## src/fcps_defs.vh

```
// constants for the fault clear, write lock and config store block
`ifndef FCPS_DEFS_VH
`define FCPS_DEFS_VH

// =============================================================
// command codes
`define FCPS_CMD_PAGE        8'h00
`define FCPS_CMD_OPERATION   8'h01
`define FCPS_CMD_ON_OFF_CFG  8'h02
`define FCPS_CMD_CLEAR       8'h03
`define FCPS_CMD_WRITE_LOCK  8'h10
`define FCPS_CMD_STORE_DFLT  8'h11
`define FCPS_CMD_RESTORE_DFLT 8'h12
`define FCPS_CMD_SAVE_CFG    8'hee
`define FCPS_CMD_LOAD_CFG    8'hef

// =============================================================
// write_lock_level values
`define FCPS_LOCK_ALL        8'h80
`define FCPS_LOCK_OP_PAGE    8'h40
`define FCPS_LOCK_ONOFF      8'h20
`define FCPS_LOCK_NONE       8'h00
`define FCPS_LOCK_RESET      8'h00

// =============================================================
// flash array codes carried by the vendor store / restore byte
`define FCPS_CODE_MAIN       8'h00
`define FCPS_CODE_FLASH_ARRAY_A     8'h01
`define FCPS_SEL_MAIN        1'b0
`define FCPS_SEL_FLASH_ARRAY_A      1'b1

// =============================================================
// flash operations
`define FCPS_FOP_IDLE        2'h0
`define FCPS_FOP_CHECK       2'h1
`define FCPS_FOP_LOAD        2'h2
`define FCPS_FOP_STORE       2'h3

// =============================================================
// status bit positions
`define FCPS_CML_MAIN_BAD    1
`define FCPS_CML_FLASH_ARRAY_A_BAD  2
`define FCPS_VST_POR         0
`define FCPS_VST_WDOG        1
`define FCPS_OP_ON_BIT       7
`define FCPS_VST_RESET       8'h01

`endif

```

## src/fcps_core.v

```verilog
// fault clear, write lock and configuration store command interpreter
`timescale 1ns/1ns
// What this block does
// (RULE1) clear command wipes all latched status, drops alert
// (RULE2) clear also wipes power-on and watchdog flags
// (RULE3) clear never touches supply enables
// (RULE4) persisting fault relatches without alert
// (RULE5) reads always allowed whatever the lock
// (RULE6) lock 80h/40h/20h allow only listed commands
// (RULE7) lock 00h allows all, default value
// (RULE8) locked writes dropped silently, no flags
// (RULE9) bus writes go to working RAM only
// (RULE10) store default copies config RAM to main
// (RULE11) store failure sets summary bit and alert
// (RULE12) during store ignore commands, suspend monitoring
// (RULE13) restore checks main, on corruption flag, use flash_array_a
// (RULE14) flash_array_a also bad: flag, fault out, null state
// (RULE15) default restore runs automatically after reset
// (RULE16) host restores only with supplies off
// (RULE17) vendor store code 00h main, 01h flash_array_a
// (RULE18) vendor restore code 00h main, 01h flash_array_a
// (RULE19) vendor restore 01h only flags a corrupt array; 00h runs the default restore
// (RULE20) host recovers by write, store, reset
`include "fcps_defs.vh"

module fcps_core (
    input  wire       ref_clk,
    input  wire       arst_n,
    // decoded bus commands
    input  wire       cmd_valid,
    input  wire [7:0] cmd_code,
    input  wire       cmd_has_data,
    input  wire [7:0] cmd_data,
    output wire       cmd_ready,
    // bus reads
    input  wire [7:0] rd_code,
    output wire [7:0] ram_rd_addr,
    input  wire [7:0] ram_rd_data,
    output reg  [7:0] rd_data_q,
    // working configuration RAM write port
    output reg        ram_wr_en_q,
    output reg  [7:0] ram_wr_addr_q,
    output reg  [7:0] ram_wr_data_q,
    // flash engine handshake
    output wire       flash_req,
    output wire [1:0] flash_op,
    output wire       flash_sel,
    input  wire       flash_ack,
    input  wire       flash_err,
    // monitored conditions
    input  wire [7:0] fault_now,
    input  wire       wdog_event,
    input  wire       alert_enable,
    input  wire       supply_control_in,
    output wire       monitor_suspend,
    // status and pins
    output reg  [7:0] fault_status_q,
    output reg  [7:0] cml_status_q,
    output reg        cml_summary_q,
    output reg  [7:0] vendor_status_q,
    output reg  [7:0] write_lock_level_q,
    output reg        alert_q,
    output reg        supply_enable_out_q,
    output reg        fault_out_q,
    output reg        pins_hiz_q
);

    // =============================================================
    // states
    localparam ST_IDLE  = 3'd0;
    localparam ST_CHK_M = 3'd1;
    localparam ST_CHK_B = 3'd2;
    localparam ST_LOAD  = 3'd3;
    localparam ST_STORE = 3'd4;
    localparam ST_NULL  = 3'd5;

    reg  [2:0] state_q;
    reg  [2:0] state_d;
    reg        sel_q;
    reg        sel_d;
    reg        dflt_q;
    reg        dflt_d;
    reg  [7:0] fault_prev_q;
    reg        op_on_q;
    reg        latched_off_q;

    wire       accept;
    wire       allowed;
    wire       is_clear;
    wire       is_lock;
    wire       go_store_m;
    wire       go_store_b;
    wire       go_rest_m;
    wire       go_rest_b;
    wire [7:0] seen;
    wire [7:0] new_fault;
    wire       store_fail;

    // =============================================================
    // command acceptance and write lock
    // busy during any flash transfer, so commands are not taken
    assign cmd_ready = (state_q == ST_IDLE);           // see (RULE12)
    assign accept    = cmd_valid & cmd_ready;
    assign is_lock   = (cmd_code == `FCPS_CMD_WRITE_LOCK);

    // lock level decides which codes may be written
    assign allowed =
        is_lock ? 1'b1 :
        (write_lock_level_q == `FCPS_LOCK_ALL) ? 1'b0 :   // see (RULE6)
        (write_lock_level_q == `FCPS_LOCK_OP_PAGE) ?
            (cmd_code == `FCPS_CMD_OPERATION ||
             cmd_code == `FCPS_CMD_PAGE) :
        (write_lock_level_q == `FCPS_LOCK_ONOFF) ?
            (cmd_code == `FCPS_CMD_OPERATION ||
             cmd_code == `FCPS_CMD_PAGE ||
             cmd_code == `FCPS_CMD_ON_OFF_CFG) :
        1'b1;                                         // see (RULE7)

    // a refused write just falls through here, nothing is flagged
    assign is_clear   = accept & allowed &
                        (cmd_code == `FCPS_CMD_CLEAR);   // see (RULE8)
    assign go_store_m = accept & allowed &
        ((cmd_code == `FCPS_CMD_STORE_DFLT) |
         (cmd_code == `FCPS_CMD_SAVE_CFG & cmd_has_data &
          cmd_data == `FCPS_CODE_MAIN));               // see (RULE17)
    assign go_store_b = accept & allowed &
        (cmd_code == `FCPS_CMD_SAVE_CFG) & cmd_has_data &
        (cmd_data == `FCPS_CODE_FLASH_ARRAY_A);
    assign go_rest_m  = accept & allowed &
        ((cmd_code == `FCPS_CMD_RESTORE_DFLT) |
         (cmd_code == `FCPS_CMD_LOAD_CFG & cmd_has_data &
          cmd_data == `FCPS_CODE_MAIN));               // see (RULE18)
    assign go_rest_b  = accept & allowed &
        (cmd_code == `FCPS_CMD_LOAD_CFG) & cmd_has_data &
        (cmd_data == `FCPS_CODE_FLASH_ARRAY_A);

    // =============================================================
    // write lock register
    always @(posedge ref_clk or negedge arst_n) begin
        if (!arst_n) begin
            write_lock_level_q <= `FCPS_LOCK_RESET;     // see (RULE7)
        end else if (accept & is_lock & cmd_has_data) begin
            write_lock_level_q <= cmd_data;
        end
    end

    // =============================================================
    // working RAM write port; flash is only reached by the engine
    always @(posedge ref_clk or negedge arst_n) begin
        if (!arst_n) begin
            ram_wr_en_q   <= 1'b0;
            ram_wr_addr_q <= 8'h00;
            ram_wr_data_q <= 8'h00;
        end else begin
            // data-carrying writes other than write lock and transfer codes
            ram_wr_en_q <= accept & allowed & cmd_has_data & ~is_lock &
                           (cmd_code != `FCPS_CMD_SAVE_CFG) &
                           (cmd_code != `FCPS_CMD_LOAD_CFG); // see (RULE9)
            if (accept & allowed & cmd_has_data) begin
                ram_wr_addr_q <= cmd_code;
                ram_wr_data_q <= cmd_data;
            end
        end
    end

    // =============================================================
    // reads are never gated by the lock
    assign ram_rd_addr = rd_code;
    always @(posedge ref_clk or negedge arst_n) begin
        if (!arst_n) begin
            rd_data_q <= 8'h00;
        end else if (rd_code == `FCPS_CMD_WRITE_LOCK) begin
            rd_data_q <= write_lock_level_q;             // see (RULE5)
        end else begin
            rd_data_q <= ram_rd_data;
        end
    end

    // =============================================================
    // flash transfer sequencer; reset lands in the main check
    assign flash_req = (state_q == ST_CHK_M) | (state_q == ST_CHK_B) |
                       (state_q == ST_LOAD)  | (state_q == ST_STORE);
    assign flash_op  = (state_q == ST_STORE) ? `FCPS_FOP_STORE :
                       (state_q == ST_LOAD)  ? `FCPS_FOP_LOAD  :
                       flash_req ? `FCPS_FOP_CHECK : `FCPS_FOP_IDLE;
    assign flash_sel = sel_q;
    // store copies only the config image; status never leaves here
    assign store_fail = (state_q == ST_STORE) & flash_ack & flash_err;
    assign monitor_suspend = (state_q == ST_STORE);    // see (RULE12)

    always @* begin
        state_d = state_q;
        sel_d   = sel_q;
        dflt_d  = dflt_q;
        case (state_q)
            ST_IDLE: begin
                if (go_store_m | go_store_b) begin
                    state_d = ST_STORE;                 // see (RULE10)
                    sel_d   = go_store_b;
                end else if (go_rest_m) begin
                    state_d = ST_CHK_M;                 // see (RULE13)
                    sel_d   = `FCPS_SEL_MAIN;
                    dflt_d  = 1'b1;
                end else if (go_rest_b) begin
                    state_d = ST_CHK_B;
                    sel_d   = `FCPS_SEL_FLASH_ARRAY_A;
                    dflt_d  = 1'b0;
                end
            end
            ST_CHK_M: begin
                if (flash_ack) begin
                    if (flash_err) begin
                        state_d = ST_CHK_B;              // see (RULE13)
                        sel_d   = `FCPS_SEL_FLASH_ARRAY_A;
                    end else begin
                        state_d = ST_LOAD;
                    end
                end
            end
            ST_CHK_B: begin
                if (flash_ack) begin
                    if (!flash_err) begin
                        state_d = ST_LOAD;
                    end else if (dflt_q) begin
                        state_d = ST_NULL;               // see (RULE14)
                    end else begin
                        state_d = ST_IDLE;               // see (RULE19)
                    end
                end
            end
            ST_LOAD: begin
                if (flash_ack) begin
                    state_d = ST_IDLE;
                end
            end
            ST_STORE: begin
                if (flash_ack) begin
                    state_d = ST_IDLE;
                end
            end
            ST_NULL: begin
                state_d = ST_NULL;                       // held until reset
            end
            default: begin
                state_d = ST_IDLE;
            end
        endcase
    end

    always @(posedge ref_clk or negedge arst_n) begin
        if (!arst_n) begin
            state_q <= ST_CHK_M;                         // see (RULE15)
            sel_q   <= `FCPS_SEL_MAIN;
            dflt_q  <= 1'b1;
        end else begin
            state_q <= state_d;
            sel_q   <= sel_d;
            dflt_q  <= dflt_d;
        end
    end

    // =============================================================
    // fault latching; monitoring stops while a store runs
    assign seen      = monitor_suspend ? 8'h00 : fault_now;
    assign new_fault = seen & ~fault_prev_q;

    always @(posedge ref_clk or negedge arst_n) begin
        if (!arst_n) begin
            fault_prev_q   <= 8'h00;
            fault_status_q <= 8'h00;
        end else begin
            // held while suspended, so a standing fault is not new after
            if (!monitor_suspend) begin
                fault_prev_q <= seen;
            end
            // a still-present fault re-latches right after the clear
            if (is_clear) begin
                fault_status_q <= seen;                  // see (RULE4)
            end else begin
                fault_status_q <= fault_status_q | seen; // see (RULE1)
            end
        end
    end

    // =============================================================
    // memory, logic and vendor status; set wins over clear
    always @(posedge ref_clk or negedge arst_n) begin
        if (!arst_n) begin
            cml_status_q    <= 8'h00;
            cml_summary_q   <= 1'b0;
            vendor_status_q <= `FCPS_VST_RESET;          // power-on flag up
        end else begin
            if (is_clear) begin
                cml_status_q    <= 8'h00;                // see (RULE1)
                cml_summary_q   <= 1'b0;
                vendor_status_q <= 8'h00;                // see (RULE2)
            end
            if (state_q == ST_CHK_M && flash_ack && flash_err) begin
                cml_status_q[`FCPS_CML_MAIN_BAD] <= 1'b1; // see (RULE13)
            end
            if (state_q == ST_CHK_B && flash_ack && flash_err) begin
                cml_status_q[`FCPS_CML_FLASH_ARRAY_A_BAD] <= 1'b1; // see (RULE19)
            end
            // summary only; no detail bit for a failed store
            if (store_fail) begin
                cml_summary_q <= 1'b1;                   // see (RULE11)
            end
            if (wdog_event) begin
                vendor_status_q[`FCPS_VST_WDOG] <= 1'b1;
            end
        end
    end

    // =============================================================
    // alert: only fresh events raise it, the clear drops it
    always @(posedge ref_clk or negedge arst_n) begin
        if (!arst_n) begin
            alert_q <= 1'b0;
        end else if (alert_enable & ((|new_fault) | store_fail)) begin
            alert_q <= 1'b1;                             // see (RULE11)
        end else if (is_clear) begin
            alert_q <= 1'b0;                             // see (RULE1)
        end
    end

    // =============================================================
    // supply enable: operation byte and control input, latched off by a new fault
    always @(posedge ref_clk or negedge arst_n) begin
        if (!arst_n) begin
            op_on_q       <= 1'b0;
            latched_off_q <= 1'b0;
        end else begin
            if (accept & allowed & cmd_has_data &
                cmd_code == `FCPS_CMD_OPERATION) begin
                op_on_q       <= cmd_data[`FCPS_OP_ON_BIT];
                latched_off_q <= 1'b0;                   // see (RULE3)
            end
            // a fault in the same cycle as an operation write still wins
            if (|new_fault) begin
                latched_off_q <= 1'b1;
            end
        end
    end

    // =============================================================
    // output pins; null state releases all but the bus and fault pins
    always @(posedge ref_clk or negedge arst_n) begin
        if (!arst_n) begin
            supply_enable_out_q <= 1'b0;
            fault_out_q         <= 1'b0;
            pins_hiz_q          <= 1'b0;
        end else begin
            supply_enable_out_q <= op_on_q & supply_control_in &
                                   ~latched_off_q &
                                   (state_q != ST_NULL); // see (RULE3)
            fault_out_q <= (state_q == ST_NULL);         // see (RULE14)
            pins_hiz_q  <= (state_q == ST_NULL);
        end
    end

endmodule

```

## config.mk

```make
export PLATFORM = sky130hd
export DESIGN_NAME = fcps_core
export DESIGN_NICKNAME = d
export VERILOG_FILES = /design/src/fcps_core.v
export VERILOG_INCLUDE_DIRS = /design/src
export SDC_FILE = /design/constraint.sdc
export NUM_CORES = 1
export LEC_CHECK = 0
export ABC_AREA = 1
export BUFFER_PORTS_ARGS = -buffer_cell sky130_fd_sc_hd__buf_2
export CAP_MARGIN = 10
export CORE_UTILIZATION = 44
export DETAILED_ROUTE_END_ITERATION = 16
export GPL_TIMING_DRIVEN = 0
export PLACE_DENSITY = 0.89
export SYNTH_ARGS = -nofsm -noshare
export SYNTH_HDL_FRONTEND = slang
export SYNTH_SLANG_ARGS = --single-unit
```

## constraint.sdc

```tcl
create_clock -name ref_clk -period 1.6 [get_ports ref_clk]
set_input_delay 0.32 -clock ref_clk [delete_from_list [all_inputs] [get_ports ref_clk]]
set_output_delay 0.32 -clock ref_clk [all_outputs]
set_load 0.02 [all_outputs]
```

==> flow_summary.json <==
{
  "reg2reg_depth": 13,
  "core_area_um2": 6832,
  "synthDistinctLibCells": 29,
  "start_kind": "flip-flop",
  "cts_buffers": 9,
  "dr_wl_met2_mm": 5.170,
  "cp.required_ns": 1.89,
  "synth_largest_area_cell": "dfrtp_1",
  "place_area_um2": 3884,
  "synth_most_common_cell": "nand2_1",
  "cts_tree": "done",
  "antenna_found_initial": 0,
  "areaGrowthSynthToFinish_pct": 50.52,
  "avgSynthCellArea_um2": 8.217,
  "ant_nets": 0,
  "yosysWarnings": 0,
  "yosys-top-cells-count": "nand2_1 (118), dfrtp_1 (61), inv_1 (32)",
  "worst-endpoint-arrival_ns": 2.21,
  "critPathSlowestCell": "dfstp_2",
  "design_area_um2": 4712,
  "critPathKind": "flip-flop to flip-flop",
  "hold_buffers": 0,
  "worst-r2r-setup-slack_ns": -0.32,
  "htreeDepth": 3,
  "hold_class": "primary input to asynchronous set/reset pin",
  "wire_per_inst_um": 16.32,
  "ys_ff_latch": 64,
  "nNetsFinal": 604,
  "status": "finished, violations left",
  "dr.max_layer_used": "met4",
  "root_buffer": "clkbuf_8",
  "cts_max_path_buffers": 2,
  "max_slew_margin_pct": 48.43,
  "maxSlewViolCount": 0,
  "die_w_um": 86.35,
  "track_usage_pct": 26.62,
  "met3WireLength_mm": 1.035,
  "reg2reg_to": "state_q[0]",
  "worst_pin_slew_ns": 0.7677,
  "drive_gt1_share_pct": 50.00,
  "setup_viol": 51,
  "grt_pass1_vias": 3218,
  "critical_path.most_common_cell": "buf_4",
  "pre_cts_slack_ns": -0.2881,
  "fin_ws_ns": -0.3187,
  "cts.sinks": 64,
  "drv_cap": 0,
  "overflow": 0,
  "die_h_um": 86.35,
  "max_freq_mhz": 521.2,
  "port_buffers": 112,
  "cp-end-kind": "flip-flop",
  "drt-pass1-iter-count": 5,
  "synth_async_sr_flop_share_pct": 100.0,
  "path_buf_inv": 8,
  "drcViolationCount": 0,
  "wl_met1_mm": 3.875,
  "clk_latency_ns": 0.35,
  "dieArea_um2": 7456,
  "violations": "negative setup slack",
  "critPathMaxStageDelay_ns": 0.58,
  "hpwl_mm": 5.928,
  "initialDrtViolationCount": 315,
  "synth-edff-count": 0,
  "dr_total_vias": 3478,
  "crit_chain": "inv_2 -> nor2_4 -> buf_4 -> buf_4 -> buf_4 -> buf_4 -> buf_4 -> buf_4 -> buf_4 -> o21ai_2 -> nand3_1 -> nand4_1 -> nand2_1",
  "ys_seq_area_share_pct": 51.28,
  "hold_viol": 0,
  "p_per_area_nw_per_um2": 1332,
  "r2r_start": "state_q[0]",
  "yosysTopAreaCellShare_pct": 48.76,
  "synth_area_um2": 3131,
  "vias_per_cell": 5.302,
  "fin_skew_ns": 0.008196,
  "grt_pass1_wl_mm": 15.01,
  "path_delay_family": "buffers and inverters",
  "synth_ff_type": "dfrtp_1",
  "ys_top_cells_by_area": "dfrtp_1 (49%), nand2_1 (14%), buf_4 (5.3%)",
  "cp_max_fo": 3,
  "rsz0062_at_grt": "true",
  "ioPinCount": 125,
  "floorplan.initialDensity_pct": 45.82,
  "antenna_cells": 0,
  "p_leak_nw": 2.518,
  "grt_max_degree": 34,
  "wl_mm": 10.71,
  "num_rows": 30,
  "place_congestion": 0.8872,
  "post-route-period-util_pct": 119.9,
  "vdd_drop_max_v": 0.0006657,
  "synthCells": 381,
  "fin_crit_ns": 1.919,
  "cts.clk_slew.worst_paths_ns": 0.08
}
-- repair_timing --
item                                    in CTS  in global routing
buffers inserted                            24                 10
endpoints found under the setup margin      50                 51
pin swaps                                   10                  5
gates cloned                                 6                  0
gates resized for setup                     83                 21
-- registers in the layout, indices dropped and copies added (netlist names), 2 cells and up --
| signal | flops |
|---|---|
| fault_prev_q | 8 |
| fault_status_q | 8 |
| ram_wr_addr_q | 8 |
| ram_wr_data_q | 8 |
| rd_data_q | 8 |
| write_lock_level_q | 8 |
| state_q | 3 |
| cml_status_q | 2 |
| vendor_status_q | 2 |
-- cell usage in the layout (no fill, tap or decap), types with 3 or more instances in the layout --
| cell type | Yosys | routed |
|---|---|---|
| buf_6 | 1 | 22 |
| inv_1 | 32 | 28 |
| buf_4 | 22 | 43 |
| nand2_2 | 3 | 27 |
| nor2_2 | 5 | 7 |
| nor2_4 | 4 | 9 |
| buf_2 | 4 | 108 |
| nand4_1 | 6 | 6 |
| inv_2 | 13 | 14 |
| o21ai_2 | 0 | 6 |
| a21oi_1 | 3 | 3 |
| conb_1 | 1 | 12 |
| dfstp_2 | 3 | 3 |
| nor2_1 | 28 | 21 |
| o21ai_1 | 23 | 21 |
| o22ai_1 | 4 | 4 |
| mux2_2 | 4 | 4 |
| clkbuf_8 | 0 | 10 |
| dfrtp_1 | 61 | 60 |
| nand2_1 | 118 | 92 |
| o21ai_0 | 12 | 8 |
| nand2_4 | 1 | 3 |
| nand3_4 | 0 | 4 |
| clkinvlp_4 | 0 | 3 |
| nand3_1 | 18 | 17 |
-- cell type report --
| cell class | count | area [µm²] |
|---|---|---|
| Buffer | 28 | 236.5 |
| Clock buffer | 11 | 141.4 |
| Clock inverter | 5 | 32.53 |
| Fill cell | 486 | 2120 |
| Inverter | 47 | 193.9 |
| Multi-Input combinational cell | 253 | 1378 |
| Sequential cell | 64 | 1607 |
| Tap cell | 96 | 120.1 |
| Timing Repair Buffer | 152 | 1003 |
-- per-stage QoR --
step	util [%]	hold slack, ns	cells	power [mW]	setup TNS [ns]
after detailed placement	56.85	0.4377	601	4.012	-8.713
final	68.97	0.04615	656	6.275	-10.73
after global placement	56.56	0.4360	600	3.951	-7.096
after CTS	67.00	0.05703	647	5.909	-4.563
after global routing	68.97	0.09582	656	6.529	-13.55
after floorplan	-	0.02441	392	3.369	-0.2072
-- worst max-delay path by stage --
| stage | startpoint | end | slack (ns) | cells past startpoint |
|---|---|---|---|---|
| floorplan | state_q[1] | ram_wr_data_q[3] | -0.02 | 11 |
| global placement | cmd_code[5] | fault_status_q[7] | -0.24 | 14 |
| detailed placement | cmd_code[5] | fault_status_q[6] | -0.29 | 14 |
| CTS | state_q[0] | flash_op[0] | -0.19 | 7 |
| global route | state_q[0] | flash_op[0] | -0.36 | 7 |
| finish | state_q[0] | state_q[0] | -0.32 | 13 |
-- logic make-up after synthesis --
| group | synth area share (%) |
|---|---|
| mux | 1.439 |
| flops | 51.28 |
| buf+inv | 12.03 |
| simple gates | 27.54 |
| compound gates | 7.594 |
| other cells | 0.1198 |
-- metal layers --
metal	track usage, %	vias up
met5	0	-
met4	15.30	0
met3	7.714	66
met2	43.58	275
met1	31.36	1611
li1	-	1526
-- power breakdown --
part           leakage, nW  switching [mW]  internal [mW]  total [mW]
Sequential           0.747           0.247           1.94        2.19
Clock               0.0813           0.650          0.599        1.25
Combinational         1.69            1.62           1.22        2.84
Total                 2.52            2.52           3.75        6.28
Power figures use the tool's default switching activity.
